`config.mk`:
```
export PLATFORM = sky130hd
export DESIGN_NAME = ewps_core
export DESIGN_NICKNAME = d
export VERILOG_FILES = /design/src/rtl/ewps_pkg.sv /design/src/rtl/ewps_sync.sv /design/src/rtl/ewps_core.sv
export SDC_FILE = /design/constraint.sdc
export NUM_CORES = 1
export LEC_CHECK = 0
export ABC_CLOCK_PERIOD_IN_PS = 2600
export BUFFER_PORTS_ARGS = -buffer_cell sky130_fd_sc_hd__buf_2
export CORE_ASPECT_RATIO = 0.6
export CORE_MARGIN = 2
export CORE_UTILIZATION = 56
export CTS_CLUSTER_DIAMETER = 40
export CTS_CLUSTER_SIZE = 14
export DETAILED_ROUTE_END_ITERATION = 10
export GPL_TIMING_DRIVEN = 0
export MAX_ROUTING_LAYER = met4
export PLACE_DENSITY_LB_ADDON = 0.1
export RECOVER_POWER = 100
export SKIP_LAST_GASP = 1
export SLEW_MARGIN = 10
export SYNTH_ARGS = -nofsm -noshare
export SYNTH_HDL_FRONTEND = slang
export SYNTH_HIERARCHICAL = 1
export SYNTH_SLANG_ARGS = --single-unit
export TNS_END_PERCENT = 1
```
`constraint.sdc`:
```
create_clock -name i_mclk -period 2.6 [get_ports i_mclk]
set_clock_uncertainty 0.2 [all_clocks]
set_input_delay 0.13 -clock i_mclk [delete_from_list [all_inputs] [get_ports i_mclk]]
set_output_delay 0.13 -clock i_mclk [all_outputs]
set_load 0.02 [all_outputs]
```
`src/rtl/ewps_pkg.sv`:
```
package ewps_pkg;
  localparam logic [7:0] EWPS_CMD_LATCH_SET = 8'h06;
  localparam logic [7:0] EWPS_CMD_LATCH_CLEAR = 8'h04;
  localparam logic [7:0] EWPS_CMD_STATUS_READ = 8'h05;
  localparam logic [7:0] EWPS_CMD_STATUS_WRITE = 8'h01;
  localparam logic [7:0] EWPS_CMD_ARRAY_WRITE = 8'h02;
  localparam logic [7:0] EWPS_CMD_ARRAY_READ = 8'h03;
  localparam int EWPS_BIT_PIN_GUARD_EN = 7;
  localparam int EWPS_BIT_GUARD_HI = 3;
  localparam int EWPS_BIT_GUARD_LO = 2;
  localparam int EWPS_BIT_LATCH = 1;
  localparam int EWPS_BIT_BUSY = 0;
  localparam logic [9:0] EWPS_QUARTER_BASE = 10'h300;
  localparam logic [9:0] EWPS_HALF_BASE = 10'h200;
  localparam logic [2:0] EWPS_NV_RESET = 3'h0;
  localparam int EWPS_CLK_HZ = 20000000;
  localparam int EWPS_WRITE_TIME_US = 5000;
  localparam int EWPS_WRITE_CYCLES = EWPS_CLK_HZ / 1000000 * EWPS_WRITE_TIME_US;
  typedef struct packed {
    logic pin_guard_enable;
    logic block_guard_hi;
    logic block_guard_lo;
  } ewps_nv_t;
  typedef enum logic [1:0] {
    EWPS_IDLE = 2'b00,
    EWPS_CMD = 2'b01,
    EWPS_DATA = 2'b10,
    EWPS_SKIP = 2'b11
  } ewps_state_t;
endpackage : ewps_pkg

```
`src/rtl/ewps_sync.sv`:
```
`timescale 1ns/1ps
`default_nettype none
module ewps_sync #(
  parameter int WIDTH = 4
) (
  input wire logic i_mclk,
  input wire logic i_rst,
  input wire logic [WIDTH-1:0] i_async,
  input wire logic [WIDTH-1:0] i_rst_val,
  output logic [WIDTH-1:0] o_level,
  output logic [WIDTH-1:0] o_prev
);
  logic [WIDTH-1:0] s1_reg;
  logic [WIDTH-1:0] s2_reg;
  logic [WIDTH-1:0] s3_reg;
  logic [WIDTH-1:0] level_reg;
  // a change counts once the second and third stage agree
  always_ff @(posedge i_mclk) begin
    if (i_rst) begin
      s1_reg <= i_rst_val;
      s2_reg <= i_rst_val;
      s3_reg <= i_rst_val;
      level_reg <= i_rst_val;
    end else begin
      s1_reg <= i_async;
      s2_reg <= s1_reg;
      s3_reg <= s2_reg;
      for (int k = 0; k < WIDTH; k++) begin
        if (s2_reg[k] == s3_reg[k]) begin
          level_reg[k] <= s3_reg[k];
        end
      end
    end
  end
  assign o_level = level_reg;
  assign o_prev = s3_reg;
endmodule : ewps_sync
`default_nettype wire

```
`src/rtl/ewps_core.sv`:
```
`timescale 1ns/1ps
`default_nettype none
// Overview of operation
// [RQ1] no internal write without latch set
// [RQ2] latch set command sets, clear clears
// [RQ3] latch clears at reset and after writes
// [RQ4] status readable anytime, even while busy
// [RQ5] status byte layout guard en..busy
// [RQ6] busy flag high during internal write
// [RQ7] latch flag shows latch state
// [RQ8] latch commands ignore hardware protection
// [RQ9] block guard bits change only by status write
// [RQ10] block guard ranges gate array writes
// [RQ11] guard enable bit enables protect pin
// [RQ12] protect active when pin low, enable high
// [RQ13] hardware protect blocks only status writes
// [RQ14] host ends frame after exact clock count
// [RQ15] array commands ignored while busy
// [RQ16] standby, output off until select falls
// [RQ17] opcodes 06, 04, 05, 01
// [RQ18] latch set takes effect at frame end
// [RQ19] all bits most significant first
// [RQ20] started write completes despite pin change
// [RQ21] status write updates only three bits
module ewps_core
  import ewps_pkg::*;
#(
  parameter int WRITE_CYCLES = EWPS_WRITE_CYCLES
) (
  input wire logic i_mclk,
  input wire logic i_rst,
  input wire logic i_cs_n,
  input wire logic i_sck,
  input wire logic i_si,
  input wire logic i_wp_n,
  output logic o_so,
  output logic o_so_oe,
  output logic o_busy,
  output logic o_array_write
);
  // the write counter is 24 bits wide, so longer write times cannot be served
  if (WRITE_CYCLES < 1 || WRITE_CYCLES > 2 ** 24 - 1) begin : g_bad_write_cycles
    $error("WRITE_CYCLES out of range");
  end
  logic [3:0] pins_lvl;
  ewps_sync #(.WIDTH(4)) u_sync (
    .i_mclk(i_mclk),
    .i_rst(i_rst),
    .i_async({i_cs_n, i_sck, i_si, i_wp_n}),
    // serial clock idles low in mode 0, so reset must not fake an edge
    .i_rst_val(4'h9),
    .o_level(pins_lvl),
    .o_prev()
  );
  logic cs_reg;
  logic sck_reg;
  always_ff @(posedge i_mclk) begin
    if (i_rst) begin
      cs_reg <= 1'b1;
      sck_reg <= 1'b0;
    end else begin
      cs_reg <= pins_lvl[3];
      sck_reg <= pins_lvl[2];
    end
  end
  wire cs_fall = cs_reg & ~pins_lvl[3];
  wire cs_rise = ~cs_reg & pins_lvl[3];
  wire selected = ~pins_lvl[3];
  wire sck_rise = selected & ~sck_reg & pins_lvl[2];
  wire sck_fall = selected & sck_reg & ~pins_lvl[2];
  wire si_bit = pins_lvl[1];
  wire wp_n = pins_lvl[0];
  ewps_state_t state_reg;
  logic [7:0] shift_reg;
  logic [7:0] cmd_reg;
  logic [4:0] bit_cnt_reg;
  logic [5:0] byte_cnt_reg;
  logic [9:0] addr_reg;
  logic latch_reg;
  ewps_nv_t nv_reg;
  ewps_nv_t nv_pend_reg;
  logic wp_frame_reg;
  logic [23:0] busy_cnt_reg;
  logic busy_reg;
  logic [7:0] so_shift_reg;
  logic so_reg;
  logic so_oe_reg;
  logic array_write_reg;
  wire busy = busy_reg;
  wire [7:0] shift_next = {shift_reg[6:0], si_bit}; // RQ19
  wire [7:0] status_byte = {nv_reg.pin_guard_enable, 3'h0, nv_reg.block_guard_hi,
                            nv_reg.block_guard_lo, latch_reg, busy}; // RQ5 RQ6 RQ7
  wire hw_protect = ~wp_n & nv_reg.pin_guard_enable; // RQ11 RQ12
  function automatic logic guarded(input ewps_nv_t nv, input logic [9:0] addr);
    case ({nv.block_guard_hi, nv.block_guard_lo})
      2'b01: guarded = addr >= EWPS_QUARTER_BASE;
      2'b10: guarded = addr >= EWPS_HALF_BASE;
      2'b11: guarded = 1'b1;
      default: guarded = 1'b0;
    endcase
  endfunction : guarded
  // frame ends exactly on a byte boundary: all other ends abort the write
  wire on_byte = bit_cnt_reg[2:0] == 3'h0;
  wire end_latch_set = cmd_reg == EWPS_CMD_LATCH_SET && bit_cnt_reg == 5'd8;
  wire end_latch_clr = cmd_reg == EWPS_CMD_LATCH_CLEAR && bit_cnt_reg == 5'd8;
  wire end_status_wr = cmd_reg == EWPS_CMD_STATUS_WRITE && bit_cnt_reg == 5'd16
                       && byte_cnt_reg == 6'd0;
  wire end_array_wr = cmd_reg == EWPS_CMD_ARRAY_WRITE && byte_cnt_reg != 6'd0 && on_byte;
  // pin protection latched whenever seen while selected in the frame; once busy, pin changes are ignored
  wire status_go = end_status_wr & latch_reg & ~wp_frame_reg & ~busy; // RQ1 RQ13
  wire array_go = end_array_wr & latch_reg & ~busy & ~guarded(nv_reg, addr_reg); // RQ1 RQ10
  always_ff @(posedge i_mclk) begin
    if (i_rst) begin
      state_reg <= EWPS_IDLE;
      shift_reg <= 8'h00;
      cmd_reg <= 8'h00;
      bit_cnt_reg <= 5'h00;
      byte_cnt_reg <= 6'h00;
      addr_reg <= 10'h000;
      latch_reg <= 1'b0; // RQ3
      nv_reg <= EWPS_NV_RESET;
      nv_pend_reg <= EWPS_NV_RESET;
      wp_frame_reg <= 1'b0;
      busy_cnt_reg <= 24'h000000;
      busy_reg <= 1'b0;
      so_shift_reg <= 8'h00;
      so_reg <= 1'b0;
      so_oe_reg <= 1'b0; // RQ16
      array_write_reg <= 1'b0;
    end else begin
      array_write_reg <= 1'b0;
      if (busy) begin
        busy_cnt_reg <= busy_cnt_reg - 24'h000001; // RQ20
      end
      busy_reg <= busy_cnt_reg > 24'h000001; // RQ6
      if (cs_fall) begin // RQ16
        state_reg <= EWPS_CMD;
        bit_cnt_reg <= 5'h00;
        byte_cnt_reg <= 6'h00;
        wp_frame_reg <= 1'b0;
      end else if (cs_rise) begin // RQ14 RQ18
        state_reg <= EWPS_IDLE;
        so_oe_reg <= 1'b0;
        if (end_latch_set) begin
          latch_reg <= 1'b1; // RQ2 RQ8
        end else if (end_latch_clr) begin
          latch_reg <= 1'b0; // RQ2 RQ3 RQ8
        end else if (status_go) begin
          nv_reg <= nv_pend_reg; // RQ9 RQ21
          latch_reg <= 1'b0; // RQ3
          busy_cnt_reg <= 24'(WRITE_CYCLES);
          busy_reg <= 1'b1; // RQ6
        end else if (array_go) begin
          latch_reg <= 1'b0; // RQ3
          busy_cnt_reg <= 24'(WRITE_CYCLES);
          busy_reg <= 1'b1; // RQ6
          array_write_reg <= 1'b1;
        end
      end else if (selected) begin
        if (hw_protect) begin
          wp_frame_reg <= 1'b1; // RQ13
        end
        if (sck_rise && state_reg != EWPS_IDLE && state_reg != EWPS_SKIP) begin
          shift_reg <= shift_next;
          // past the address, every further data byte counts over 24..31 again
          bit_cnt_reg <= (bit_cnt_reg == 5'd31) ? 5'd24 : bit_cnt_reg + 5'd1;
          if (state_reg == EWPS_CMD && bit_cnt_reg == 5'd7) begin
            cmd_reg <= shift_next; // RQ17
            state_reg <= EWPS_DATA;
            if (busy && (shift_next == EWPS_CMD_ARRAY_WRITE ||
                         shift_next == EWPS_CMD_ARRAY_READ)) begin
              state_reg <= EWPS_SKIP; // RQ15
            end
            if (shift_next == EWPS_CMD_STATUS_READ) begin
              so_shift_reg <= status_byte; // RQ4
            end
          end else if (state_reg == EWPS_DATA && bit_cnt_reg[2:0] == 3'h7) begin
            if (cmd_reg == EWPS_CMD_STATUS_WRITE && bit_cnt_reg == 5'd15) begin
              nv_pend_reg <= {shift_next[EWPS_BIT_PIN_GUARD_EN],
                              shift_next[EWPS_BIT_GUARD_HI],
                              shift_next[EWPS_BIT_GUARD_LO]}; // RQ21
            end
            if (cmd_reg == EWPS_CMD_ARRAY_WRITE) begin
              if (bit_cnt_reg == 5'd15) begin
                addr_reg[9:8] <= shift_next[1:0];
              end else if (bit_cnt_reg == 5'd23) begin
                addr_reg[7:0] <= shift_next;
              end else if (bit_cnt_reg == 5'd31 && byte_cnt_reg != 6'h3F) begin
                byte_cnt_reg <= byte_cnt_reg + 6'd1;
              end
            end
            if (cmd_reg == EWPS_CMD_STATUS_WRITE && bit_cnt_reg == 5'd23) begin
              byte_cnt_reg <= 6'd1;
            end
          end
        end
        if (sck_fall && state_reg == EWPS_DATA && cmd_reg == EWPS_CMD_STATUS_READ) begin
          so_oe_reg <= 1'b1;
          so_reg <= so_shift_reg[7]; // RQ19
          so_shift_reg <= {so_shift_reg[6:0], so_shift_reg[7]};
          if (bit_cnt_reg[2:0] == 3'h0 && bit_cnt_reg != 5'd8) begin
            so_reg <= status_byte[7]; // RQ4
            so_shift_reg <= {status_byte[6:0], status_byte[7]};
          end
        end
      end
    end
  end
  assign o_so = so_reg;
  assign o_so_oe = so_oe_reg;
  assign o_busy = busy_reg;
  assign o_array_write = array_write_reg;

  latch_needed_a: assert property (@(posedge i_mclk) disable iff (i_rst) // RQ1
    $rose(o_busy) |-> $past(latch_reg))
    else $error("write started without latch");
  latch_set_a: assert property (@(posedge i_mclk) disable iff (i_rst) // RQ2
    (cs_rise && end_latch_set) |=> latch_reg)
    else $error("latch not set");
  latch_cleared_a: assert property (@(posedge i_mclk) disable iff (i_rst) // RQ3
    $rose(o_busy) |-> !latch_reg)
    else $error("latch not cleared after write");
  busy_flag_a: assert property (@(posedge i_mclk) disable iff (i_rst) // RQ6
    status_byte[0] == (busy_cnt_reg != 24'h000000))
    else $error("busy flag mismatch");
  status_lock_a: assert property (@(posedge i_mclk) disable iff (i_rst) // RQ9
    (nv_reg != $past(nv_reg)) |-> $past(cs_rise && status_go))
    else $error("guard bits changed without status write");
  guard_block_a: assert property (@(posedge i_mclk) disable iff (i_rst) // RQ10
    o_array_write |-> !guarded(nv_reg, addr_reg))
    else $error("write into guarded block");
  hw_protect_a: assert property (@(posedge i_mclk) disable iff (i_rst) // RQ13
    (cs_rise && end_status_wr && wp_frame_reg) |=> !o_busy || $past(o_busy))
    else $error("status write under hardware protect");
  busy_hold_a: assert property (@(posedge i_mclk) disable iff (i_rst) // RQ20
    (busy_cnt_reg > 24'h000001) |=> o_busy)
    else $error("internal write cut short");
  idle_quiet_a: assert property (@(posedge i_mclk) disable iff (i_rst) // RQ16
    !selected |=> !o_so_oe)
    else $error("output driven while deselected");
  busy_start_a: assert property (@(posedge i_mclk) disable iff (i_rst) // RQ6
    (cs_rise && (status_go || array_go)) |=> o_busy)
    else $error("accepted write did not raise busy");
  busy_skip_a: assert property (@(posedge i_mclk) disable iff (i_rst) // RQ15
    (cs_rise && busy) |=> !o_array_write)
    else $error("array write accepted while busy");
endmodule : ewps_core
`default_nettype wire

```
### After elaboration in Yosys (flattened, before gate mapping)

Index checks and enable logic that the tools add are counted.

| storage, ports and cells | value |
|---|---|
| register bits after elaboration | 100 |
| bits of input ports | 6 |
| output and inout port bits | 4 |

| operators by class | value |
|---|---|
| add/subtract/negate cells | 3 |
| magnitude comparators | 3 |
| eq/ne operators | 31 |
| multiplexer cells | 40 |
| bitwise gates (word level) | 27 |
| reduce and logical (&&, ||, !) cells | 49 |

Operators with widths:

| kind | number |
|---|---|
| 24-bit 2-to-1 mux | 7 |
| 8-bit 2-to-1 mux | 5 |
| 8-bit by 3-bit equality test with 1-bit output, second input constant | 4 |
| 6-bit 2-to-1 mux | 5 |
| 8-bit by 2-bit equality test with 1-bit output, second input constant | 3 |
| 24-bit by 1-bit > comparator with 1-bit output, second input constant | 1 |
| 24-bit by 1-bit subtractor with 24-bit output, second input constant | 1 |
| 1-bit 2-to-1 mux | 21 |
| 10-bit >= comparator, second input constant | 2 |
| 3-bit AND reduction | 6 |
| 9-bit AND reduction | 2 |
| 1-bit logical AND | 17 |
| 5-bit equality test, second input constant | 3 |
| 1-bit inverter | 14 |
| 2-bit nonzero test | 7 |
| 1-bit bitwise AND | 13 |
| 5-bit by 4-bit equality test with 1-bit output, second input constant | 2 |
| 5-bit AND reduction | 2 |
| 8-bit by 1-bit equality test with 1-bit output, second input constant | 1 |
| 4-bit AND reduction | 2 |
| 8-bit AND reduction | 1 |
| 7-bit AND reduction | 1 |
| 6-bit by 1-bit adder with 6-bit output, second input constant | 1 |
| 2-bit equality test, second input constant | 3 |
| 22 further kinds | 29 |

### Longest topological paths before layout

Gate-level depths: netlist of run 1.

| depth | value |
|---|---|
| depth after elaboration | 12 |
| gate-level depth with buffers | 9 |
| mapped depth without buffers | 7 |

### Hierarchy

Netlist of run 1, hierarchy kept.

By module, submodules not included:

| module | instances | cells an instance | area each (um2) |
|---|---|---|---|
| ewps_core | 1 | 429 | 3723.6 |
| ewps_sync | 1 | 62 | 588.1 |

### Worst setup path after synthesis of run 1

OpenSTA, ideal clock, no wires.

| timing | value |
|---|---|
| path type | reg-to-reg |
| start | register u_sync.level_reg[3], in the netlist u_sync/o_level[3] |
| end | register so_shift_reg[0] |
| setup time | 67 ps |
| data arrival time | 2231 ps |
| data required time | 2333 ps |
| setup slack | 102 ps |
| cell stages (with the launch flop) | 9 |
| path buffers | 2 |
| cell sequence | edfxtp_1 > ha_1 > clkbuf_1 > nand2b_1 > or4_1 > o22a_4 > buf_6 > a211o_1 > a21oi_2 |

| on the way | value |
|---|---|
| word-level cells in the longest chain between the ends | 7 |
| elaborated cells on any way between the ends | 18 |
| classes of those cells | mux: 1; bitwise: 9; reduce/logical: 8 |

Ends and longest elaborated chain:

| element | RTL line | source |
|---|---|---|
| start: declaration | ewps_sync.sv:16 | `logic [WIDTH-1:0] level_reg;` |
| start signal: assignment | ewps_sync.sv:23 | `level_reg <= i_rst_val;` |
| start signal: indexed assignment | ewps_sync.sv:30 | `level_reg[k] <= s3_reg[k];` |
| 1-bit inverter (no source line) | n/a |  |
| 1-bit bitwise AND (on tied branches) (2 in series) | ewps_core.sv:70, ewps_core.sv:69 |  |
| 1-bit logical AND (on tied branches) (2 in series) | ewps_core.sv:197, ewps_core.sv:163 |  |
| 2-bit nonzero test (no source line) | n/a |  |
| 6-bit AND reduction (no source line) | n/a |  |
| end signal: assignment | ewps_core.sv:175 | `so_shift_reg <= status_byte;` |
| end signal: assignment | ewps_core.sv:200 | `so_shift_reg <= {so_shift_reg[6:0], so_shift_reg[7]};` |
| end signal: assignment | ewps_core.sv:203 | `so_shift_reg <= {status_byte[6:0], status_byte[7]};` |
| end: declaration | ewps_core.sv:85 | `logic [7:0] so_shift_reg;` |

Several ways; a longest one is shown, not always the timed one.
A chain may end at the register's enable or synchronous reset.

### Worst setup path in the final report of run 1

| timing | value |
|---|---|
| start | register cmd_reg[3] |
| end | register so_shift_reg[0] |

| on the way | value |
|---|---|
| word-level cells in the longest chain between the ends | 4 |
| elaborated cells on any way between the ends | 7 |
| classes of those cells | eq/ne: 1; mux: 1; reduce/logical: 5 |

Ends and longest elaborated chain:

| element | RTL line | source |
|---|---|---|
| start: declaration | ewps_core.sv:75 | `logic [7:0] cmd_reg;` |
| start signal: assignment | ewps_core.sv:168 | `cmd_reg <= shift_next;` |
| 8-bit by 3-bit equality test with 1-bit output * | ewps_core.sv:197 | `if (sck_fall && state_reg == EWPS_DATA && cmd_reg == EWPS_CMD_STATUS_READ) begin` |
| 1-bit logical AND * | ewps_core.sv:197 |  |
| 2-bit nonzero test (no source line) | n/a |  |
| 6-bit AND reduction (no source line) | n/a |  |

Every way passes the cells marked *; elsewhere a longest branch is shown, timed or not.

==> results.ini, run 1 <==
[final_layout]
mostFrequentLayoutCell = dfxtp_1
layout.cells.most_common_list = 87 x dfxtp_1, 45 x nor2_1, 43 x nand2_1, 33 x a21oi_1, 26 x inv_1
finish.utilization_pct = 67.93
drive_gt1_share_pct = 10.33
fillers = 609
area_growth_pct = 15.90
largest_register_ffs = 24
fin_area_um2 = 4997
insertedDiodeCount = 0
nets = 535
fin_cells = 627

[detailed_routing]
drt-met1-wl_um = 5018
wire_per_inst_um = 15.66
met3WireLength_um = 839
vias_per_cell = 5.762
ant_nets = 0
first_iter_violations = 284
highest_layer = met4
firstDrtPassIters = 5
finalWirelength_um = 9820
vias = 3613
met2WireLength_um = 3900
route.detailed.drc = 0

[placement]
gp_congestion = 0.9385
hpwlAfterDp_um = 6998
io_buffers = 9
pre_cts_slack_ps = -271.8
place_inst = 606
dpl_cell_area_um2 = 4494

[synth]
synthCells = 491
synth-edff-count = 4
synth_warnings = 6
synth-seq-cells = 92
synth_cell_type_count = 57
synth_flop_cell = dfxtp_1
syn_area_um2 = 4312
async_flop_share_pct = 0
yosysSeqAreaShare_pct = 43.64
avgSynthCellArea_um2 = 8.781

[floorplanning]
initial_core_util_pct = 58.61
core_area_um2 = 7357
die_w_um = 117.3
chipHeight_um = 71.97
fp-row-count = 24
pin_count = 10
dieArea_um2 = 8440

[setup_path]
startpoint_type = register
max_stage_delay_ps = 570
cp_num_buf_inv = 2
r2r-end = so_shift_reg[0]
path_max_fanout = 10
cpLargestDelayFamily = simple AND/OR/NAND/NOR gates
critPathSlowestCell = or4_4
crit_type = register to register
arrival_ps = 2690
timing.rr.start = cmd_reg[3]
path_cells = or4_4 > buf_6 > or4_4 > o22a_4 > buf_6 > a211o_1 > a21oi_2
rrSetupSlack_ps = -10
crit_required_ps = 2670
worstSetupStartpoint = cmd_reg[3]
critical_path_depth = 7
reg2reg_depth = 7
cp-end-kind = register

[clock_tree]
clock_path_buffers = 2
clk_pin_slew_ps = 60
clk_latency_ps = 340
htree_num_levels = 3
clkSinkCount = 92
numCtsBuffers = 9
cts_root_buf = clkbuf_16
cts_tree = done

[run_status]
status = finished, violations left
failed_checks = negative setup slack

[min_path]
hp-start = u_sync/s1_reg[2]
min_path_type = register to register
holdPathStages = 2
min_to = u_sync/s2_reg[2]

[sta]
setup_viol = 1
grt_setup_unrepaired = true
worstMarginPinSlew_ps = 814.1
fmax_mhz = 382.5
period_minus_slack_ps = 2614
slew_headroom_pct = 45.43
hold_violations = 0
slew_violations = 0
fin_crit_sh_pct = 100.6
setup_slack_ps = -14.38

[global_routing]
grtUsageTotal_pct = 26.35
grt.overflow.total = 0
grt_start_max_net_pins = 17
antenna_found_initial = 0
grt_pass1_wl_um = 16390
grt_pass1_vias = 3340

[power]
finalPower_w = 0.004133
ir_worst_vdd_mv = 0.5947
power_leakage_nw = 1.849
pwr_density_cell_nw_per_um2 = 827.0

[run]
drv_cap = 0

==> how the worst max path moves through the flow <==
stage,endpoint,slack [ps]
2_1_floorplan,so_shift_reg[0],100
3_3_place_gp,so_shift_reg[0],-270
3_5_place_dp,so_shift_reg[0],-270
4_1_cts,so_shift_reg[0],-120
5_1_grt,so_shift_reg[0],-60
6_report,so_shift_reg[0],-10
==> worst min-delay path, cell delays in order (launching register included) <==
cell     delay [ps]
dfxtp_1         300
inv_1            40
o21ai_0          60
==> synth_stat cells, types with 2 or more instances <==
cell type	n	area [um2]
xnor2_1	13	113.9
nor2_1	46	172.7
a311o_1	3	30.03
or3b_1	2	17.52
a31oi_1	5	31.28
o21ai_0	22	110.1
clkbuf_1	19	71.32
nor3b_1	2	15.01
nand2_1	43	161.4
nor2b_1	5	31.28
nor4_2	2	25.02
or4_4	2	22.52
o21a_1	2	15.01
nand2b_1	9	56.30
or3_1	6	37.54
nand3_1	10	50.05
xor2_1	14	122.6
buf_6	2	22.52
nor4b_1	5	43.79
inv_1	26	97.59
nand4b_1	6	52.55
nand3b_1	5	37.54
edfxtp_1	4	120.1
nand4_1	4	25.02
or4bb_1	2	22.52
or4b_1	3	30.03
and3_1	3	18.77
a211oi_1	4	30.03
buf_2	3	15.01
a41oi_1	2	17.52
nor4_1	8	50.05
dfxtp_1	88	1762
or4_1	6	45.04
ha_1	11	137.6
and4_1	3	26.28
or2_2	3	18.77
nor3_1	26	130.1
a21oi_1	33	165.2
mux2i_1	20	200.2
conb_1	2	7.510
==> cell families (layout without fill, tap and decap cells) <==
group           after synthesis  after routing  share of synthesized area (%)
compound gates               80             80                          11.17
fa+ha+maj                    11             11                          3.192
flops                        92             92                          43.64
buf+inv                      52             82                          5.049
mux                          21             21                          4.904
simple gates                206            206                          26.38
xor+xnor                     27             27                          5.485
other cells                   2              4                         0.1742
==> layout make-up <==
type / instances / area [um2] / share of cell area (%)
Multi-Input combinational cell: 349 / 2317 / 46.37
Inverter: 26 / 97.59 / 1.953
Tap cell: 104 / 130.1 / 2.604
Clock inverter: 6 / 118.9 / 2.379
Clock buffer: 10 / 229.0 / 4.582
Sequential cell: 92 / 1883 / 37.68
Buffer: 24 / 112.6 / 2.253
Timing Repair Buffer: 16 / 108.9 / 2.178
==> per-layer routing <==
metal / GRT usage, % / up-vias
li1: - / 1782
met1: 39.03 / 1689
met2: 34.74 / 134
met3: 8.354 / 8
met4: 6.405 / 0
met5: - / -
==> repair_timing <==
item / CTS / global route
hold buffers: 5 / 0
buffers inserted: 1 / 1
endpoints found under the hold margin: 8 / 0
pin swaps: 0 / 2
endpoints found under the setup margin: 38 / 47
gates resized for setup: 6 / 18
==> power by group <==
| part | total (W) | switching (W) | internal, W |
|---|---|---|---|
| combinational | 0.000932 | 0.000544 | 0.000388 |
| clock | 0.00152 | 0.000566 | 0.000954 |
| sequential | 0.00168 | 0.000116 | 0.00157 |
| total | 0.00413 | 0.00123 | 0.00291 |
==> metrics by stage <==
| step | hold slack [ps] | setup TNS, ps |
|---|---|---|
| finish | 235.6 | -14.38 |
| detailed placement | 178.4 | -3516 |
| global route | 255.8 | -484.8 |
| CTS | 238.2 | -1662 |
| floorplan | 63.96 | 0 |
| global placement | 167.2 | -2096 |
(Power assumes the default switching activity.)
==> run 2, diff against run 1 <==
Settings changed: BUFFER_PORTS_ARGS -buffer_cell sky130_fd_sc_hd__buf_2 to -buffer_cell sky130_fd_sc_hd__clkbuf_2, CORE_MARGIN 2 to 5.
==> results.ini, run 2 (same netlist as run 1, synthesis figures left out) <==
[run_status]
status = finished, violations left  ; unchanged
failed_checks = negative setup slack  ; unchanged

[clock_tree]
clk_latency_ps = 340  ; about the same
clock_path_buffers = 2  ; unchanged
cts_root_buf = clkbuf_16  ; unchanged
clkSinkCount = 92  ; unchanged
cts_tree = done  ; unchanged
htree_num_levels = 3  ; unchanged
clk_pin_slew_ps = 70  ; was 60 ps
numCtsBuffers = 9  ; unchanged

[setup_path]
startpoint_type = register  ; unchanged
cpLargestDelayFamily = simple AND/OR/NAND/NOR gates  ; unchanged
cp-end-kind = register  ; unchanged
max_stage_delay_ps = 530  ; was 570 ps
critPathSlowestCell = or4_4  ; unchanged
crit_required_ps = 2600  ; was 2670 ps
arrival_ps = 2720  ; was 2690 ps
path_max_fanout = 10  ; unchanged
path_cells = or4_4 > buf_6 > or2_1 > nor3_1 > o21a_1 > buf_2 > buf_2 > nor3_1  ; was or4_4 > buf_6 > or4_4 > o22a_4 > buf_6 > a211o_1 > a21oi_2
crit_type = register to register  ; unchanged
cp_num_buf_inv = 3  ; was 2

[detailed_routing]
vias_per_cell = 5.781  ; was 5.762
first_iter_violations = 394  ; was 284
wire_per_inst_um = 15.79  ; was 15.66 um
finalWirelength_um = 9885  ; was 9820 um
vias = 3619  ; was 3613
route.detailed.drc = 0  ; unchanged
ant_nets = 0  ; unchanged
firstDrtPassIters = 5  ; unchanged

[floorplanning]
core_area_um2 = 7387  ; was 7357 um2
pin_count = 10  ; unchanged
dieArea_um2 = 9612  ; was 8440 um2
initial_core_util_pct = 58.37  ; was 58.61%
chipHeight_um = 77.97  ; was 71.97 um
fp-row-count = 24  ; unchanged
die_w_um = 123.3  ; was 117.3 um

[power]
pwr_density_cell_nw_per_um2 = 809.4  ; was 827.0 nW/um2
power_leakage_nw = 1.833  ; was 1.849 nW
finalPower_w = 0.003998  ; was 0.004133 W
ir_worst_vdd_mv = 0.4966  ; was 0.5947 mV

[sta]
fin_crit_sh_pct = 104.4  ; was 100.6%
setup_viol = 11  ; was 1
worstMarginPinSlew_ps = 819.4  ; was 814.1 ps
slew_headroom_pct = 45.08  ; was 45.43%
fmax_mhz = 368.6  ; was 382.5 MHz
period_minus_slack_ps = 2713  ; was 2614 ps
grt_setup_unrepaired = true  ; unchanged
hold_slack_ps = 235.5  ; was 235.6 ps
setup_slack_ps = -113.3  ; was -14.38 ps
slew_violations = 0  ; unchanged
hold_violations = 0  ; unchanged

[final_layout]
layout.cells.most_common_list = 87 x dfxtp_1, 45 x nor2_1, 43 x nand2_1, 33 x a21oi_1, 26 x inv_1  ; unchanged
finish.utilization_pct = 66.87  ; was 67.93%
insertedDiodeCount = 0  ; unchanged
mostFrequentLayoutCell = dfxtp_1  ; unchanged
fin_area_um2 = 4940  ; was 4997 um2
drive_gt1_share_pct = 10.34  ; was 10.33%
nets = 534  ; was 535
largest_register_ffs = 24  ; unchanged
fillers = 634  ; was 609
area_growth_pct = 14.57  ; was 15.90%
fin_cells = 626  ; was 627

[run]
drv_cap = 0  ; unchanged

[min_path]
min_path_type = register to register  ; unchanged

[global_routing]
grtUsageTotal_pct = 21.84  ; was 26.35%
grt_start_max_net_pins = 17  ; unchanged
antenna_found_initial = 0  ; unchanged
grt_pass1_wl_um = 15960  ; was 16390 um
grt.overflow.total = 0  ; unchanged
grt_pass1_vias = 3139  ; was 3340

[placement]
gp_congestion = 0.8944  ; was 0.9385
io_buffers = 9  ; unchanged
dpl_cell_area_um2 = 4494  ; unchanged
hpwlAfterDp_um = 7037  ; was 6998 um
place_inst = 606  ; unchanged

==> run 2: stage by stage <==
step / worst slack (ps) / TNS (ps)
2_1_floorplan: 102.0 / 0
3_3_place_gp: -267.0 / -2194
3_5_place_dp: -280.0 / -3444
4_1_cts: -80.44 / -882.9
5_1_grt: -156.7 / -1891
6_report: -113.3 / -1047
==> run 2: final cells by class <==
cell class / instances / area (um2) / area share (%)
multi-input combinational: 349 / 2297 / 46.50
inverter: 26 / 97.59 / 1.976
buffer: 23 / 105.1 / 2.128
clock buffer: 10 / 229.0 / 4.635
clock inverter: 6 / 87.58 / 1.773
timing repair buffer: 16 / 110.1 / 2.229
sequential: 92 / 1883 / 38.12
tap: 104 / 130.1 / 2.634
==> run 2: timing repair <==
item | in CTS | in global routing
endpoints found under the hold margin | 8 | 0
hold buffers | 5 | 0
buffers inserted | 2 | 0
gates resized for setup | 6 | 13
pin swaps | 3 | 0
gates cloned | 0 | 0
setup endpoints to repair | 26 | 37
==> run 2: worst paths after layout <==
check	start	cells after the start	slack [ps]	endpoint
worst min register to register	u_sync/s1_reg[2]	2	240	u_sync/s2_reg[2]
worst max-delay path	cmd_reg[3]	8	-110	busy_cnt_reg[11]
worst min-delay path	u_sync/s1_reg[2]	2	240	u_sync/s2_reg[2]
worst max register to register	cmd_reg[3]	8	-110	busy_cnt_reg[11]
==> run 2: routing by layer <==
metal / up-vias / GRT usage (%) / routed length (um)
li1: 1775 / - / -
met1: 1720 / 33.42 / 5089
met2: 110 / 27.70 / 3958
met3: 14 / 5.814 / 756
met4: 0 / 5.856 / 80
met5: - / - / 0
==> run 2: where the power goes <==
part / internal, W / switching (W)
Combinational: 0.000382 / 0.000510
Clock: 0.000844 / 0.000552
Sequential: 0.00157 / 0.000141
Total: 0.00279 / 0.00120
==> run 2: worst register-to-register path: cells and delay by family (launching register included) <==
kind,cells,cell delay (ps)
buffers and inverters,3,680
DFF,1,330
and+or+nand+nor,4,1230
AOI/OAI and AO/OA,1,150
==> run 3, diff against run 2 <==
Settings changed: SETUP_SLACK_MARGIN set to 0.5.
==> results.ini, run 3 (same netlist as run 1, synthesis figures left out) <==
[detailed_routing]
vias_per_cell = 5.680  ; was 5.781
ant_nets = 0  ; unchanged
wire_per_inst_um = 15.68  ; was 15.79 um
vias = 3607  ; was 3619
first_iter_violations = 367  ; was 394
finalWirelength_um = 9959  ; was 9885 um
route.detailed.drc = 0  ; unchanged
firstDrtPassIters = 5  ; unchanged

[final_layout]
insertedDiodeCount = 0  ; unchanged
area_growth_pct = 15.53  ; was 14.57%
layout.cells.most_common_list = 86 x dfxtp_1, 45 x nor2_1, 43 x nand2_1, 33 x a21oi_1, 26 x inv_1  ; was 87 x dfxtp_1, 45 x nor2_1, 43 x nand2_1, 33 x a21oi_1, 26 x inv_1
nets = 543  ; was 534
fin_area_um2 = 4981  ; was 4940 um2
largest_register_ffs = 24  ; unchanged
drive_gt1_share_pct = 12.24  ; was 10.34%
finish.utilization_pct = 67.43  ; was 66.87%
mostFrequentLayoutCell = dfxtp_1  ; unchanged
fin_cells = 635  ; was 626
fillers = 628  ; was 634

[setup_path]
crit_required_ps = 2680  ; was 2600 ps
critPathSlowestCell = or4bb_4  ; was or4_4
max_stage_delay_ps = 580  ; was 530 ps
path_cells = or4bb_4 > or4_4 > o22a_4 > buf_6 > a211o_1 > a21oi_2  ; was or4_4 > buf_6 > or2_1 > nor3_1 > o21a_1 > buf_2 > buf_2 > nor3_1
startpoint_type = register  ; unchanged
cpLargestDelayFamily = simple AND/OR/NAND/NOR gates  ; unchanged
arrival_ps = 2680  ; was 2720 ps
path_max_fanout = 7  ; was 10
crit_type = register to register  ; unchanged
cp-end-kind = register  ; unchanged
cp_num_buf_inv = 1  ; was 3

[global_routing]
grt_start_max_net_pins = 16  ; was 17
antenna_found_initial = 0  ; unchanged
grtUsageTotal_pct = 22.16  ; was 21.84%
grt_pass1_wl_um = 16160  ; was 15960 um
grt.overflow.total = 0  ; unchanged
grt_pass1_vias = 3205  ; was 3139

[placement]
gp_congestion = 0.9055  ; was 0.8944
pre_cts_slack_ps = -191.2  ; was -280.0 ps
dpl_cell_area_um2 = 4496  ; was 4494 um2
hpwlAfterDp_um = 7083  ; was 7037 um
io_buffers = 9  ; unchanged
place_inst = 606  ; unchanged

[clock_tree]
clock_path_buffers = 2  ; unchanged
htree_num_levels = 3  ; unchanged
cts_tree = done  ; unchanged
clk_pin_slew_ps = 60  ; was 70 ps
clkSinkCount = 92  ; unchanged
clk_latency_ps = 350  ; was 340 ps
cts_root_buf = clkbuf_16  ; unchanged
numCtsBuffers = 9  ; unchanged

[sta]
fin_crit_sh_pct = 99.79  ; was 104.4%
slew_violations = 0  ; unchanged
hold_violations = 0  ; unchanged
grt_setup_unrepaired = true  ; unchanged
slew_headroom_pct = 43.04  ; was 45.08%
worstMarginPinSlew_ps = 849.7  ; was 819.4 ps
fmax_mhz = 385.4  ; was 368.6 MHz
setup_slack_ps = 5.382  ; was -113.3 ps
period_minus_slack_ps = 2595  ; was 2713 ps
setup_viol = 0  ; was 11

[power]
sw_frac_of_total_pct = 31.86  ; was 30.10%
p_seq_share_pct = 44.1  ; was 42.8%
power_leakage_nw = 1.847  ; was 1.833 nW
combinationalPowerShare_pct = 24.2  ; was 22.3%
netSwitchingPower_w = 0.001218  ; was 0.001204 W
p_int_w = 0.002606  ; was 0.002795 W
pwr_density_cell_nw_per_um2 = 767.7  ; was 809.4 nW/um2
ir_worst_vdd_mv = 0.5826  ; was 0.4966 mV
clkPwrFrac_pct = 31.7  ; was 34.9%

[run_status]
status = finished, final reports clean  ; was finished, violations left

[floorplanning]
chipHeight_um = 77.97  ; unchanged
dieArea_um2 = 9612  ; unchanged
pin_count = 10  ; unchanged
initial_core_util_pct = 58.37  ; unchanged
fp-row-count = 24  ; unchanged
die_w_um = 123.3  ; unchanged
core_area_um2 = 7387  ; unchanged

[run]
drv_cap = 0  ; unchanged

[min_path]
min_path_type = register to register  ; unchanged

run 3: worst paths after layout:
path | end | from | slack, ps | cells after the start
max | so_shift_reg[0] | u_sync/o_level[3] | 5 | 6
min | u_sync/s2_reg[2] | u_sync/s1_reg[2] | 240 | 2
max reg2reg | so_shift_reg[0] | u_sync/o_level[3] | 5 | 6
min reg2reg | u_sync/s2_reg[2] | u_sync/s1_reg[2] | 240 | 2
run 3: layer usage:
metal  part of all wire, %  vias up  wire length (um)  global-route usage (%)
li1                      -     1791                 -                       -
met1                    51     1707              5119                   33.59
met2                    40      101              4020                   28.56
met3                   7.4        8               740                   6.759
met4                  0.78        0                78                   4.420
met5                     0        -                 0                       -
run 3: repair_timing:
item | CTS | global route
gates resized for setup | 21 | 10
pin swaps | 5 | 7
buffers inserted | 7 | 1
endpoints found under the setup margin | 72 | 74
hold buffers | 5 | 0
endpoints found under the hold margin | 8 | 0
run 3: cell type report:
type                    count  area, um2  share of cell area, %
multi-input cells         349       2310                  46.37
inverters                  26      97.59                  1.959
plain buffers              26      140.1                  2.813
flip-flops and latches     92       1884                  37.83
clock buffers              11      232.7                  4.672
repair buffers             22      148.9                  2.989
well taps                 104      130.1                  2.612
clock inverters             5      37.54                 0.7536
run 3: power groups by stage:
stage / logic, W / clock network (W) / registers (W)
2_1_floorplan: 0.000673 / 0 / 0.00170
3_3_place_gp: 0.000835 / 0 / 0.00171
3_5_place_dp: 0.000856 / 0 / 0.00172
4_1_cts: 0.000905 / 0.00123 / 0.00168
5_1_grt: 0.00101 / 0.00130 / 0.00170
6_report: 0.000927 / 0.00121 / 0.00168
run 3: through the flow:
step	power [W]	TNS [ps]	hold slack, ps
finish	0.003824	0	236.1
global placement	0.002544	-1635	152.5
CTS	0.003822	0	235.8
global route	0.004013	-100.6	254.5
floorplan	0.002370	0	63.96
detailed placement	0.002571	-2748	160.7
run 3: worst register-to-register path: cells and delay by family, from the launching register on:
| kind | cells | cell delay, ps |
|---|---|---|
| flops | 1 | 510 |
| compound gates | 3 | 650 |
| simple gates | 2 | 1040 |
| buf+inv | 1 | 130 |
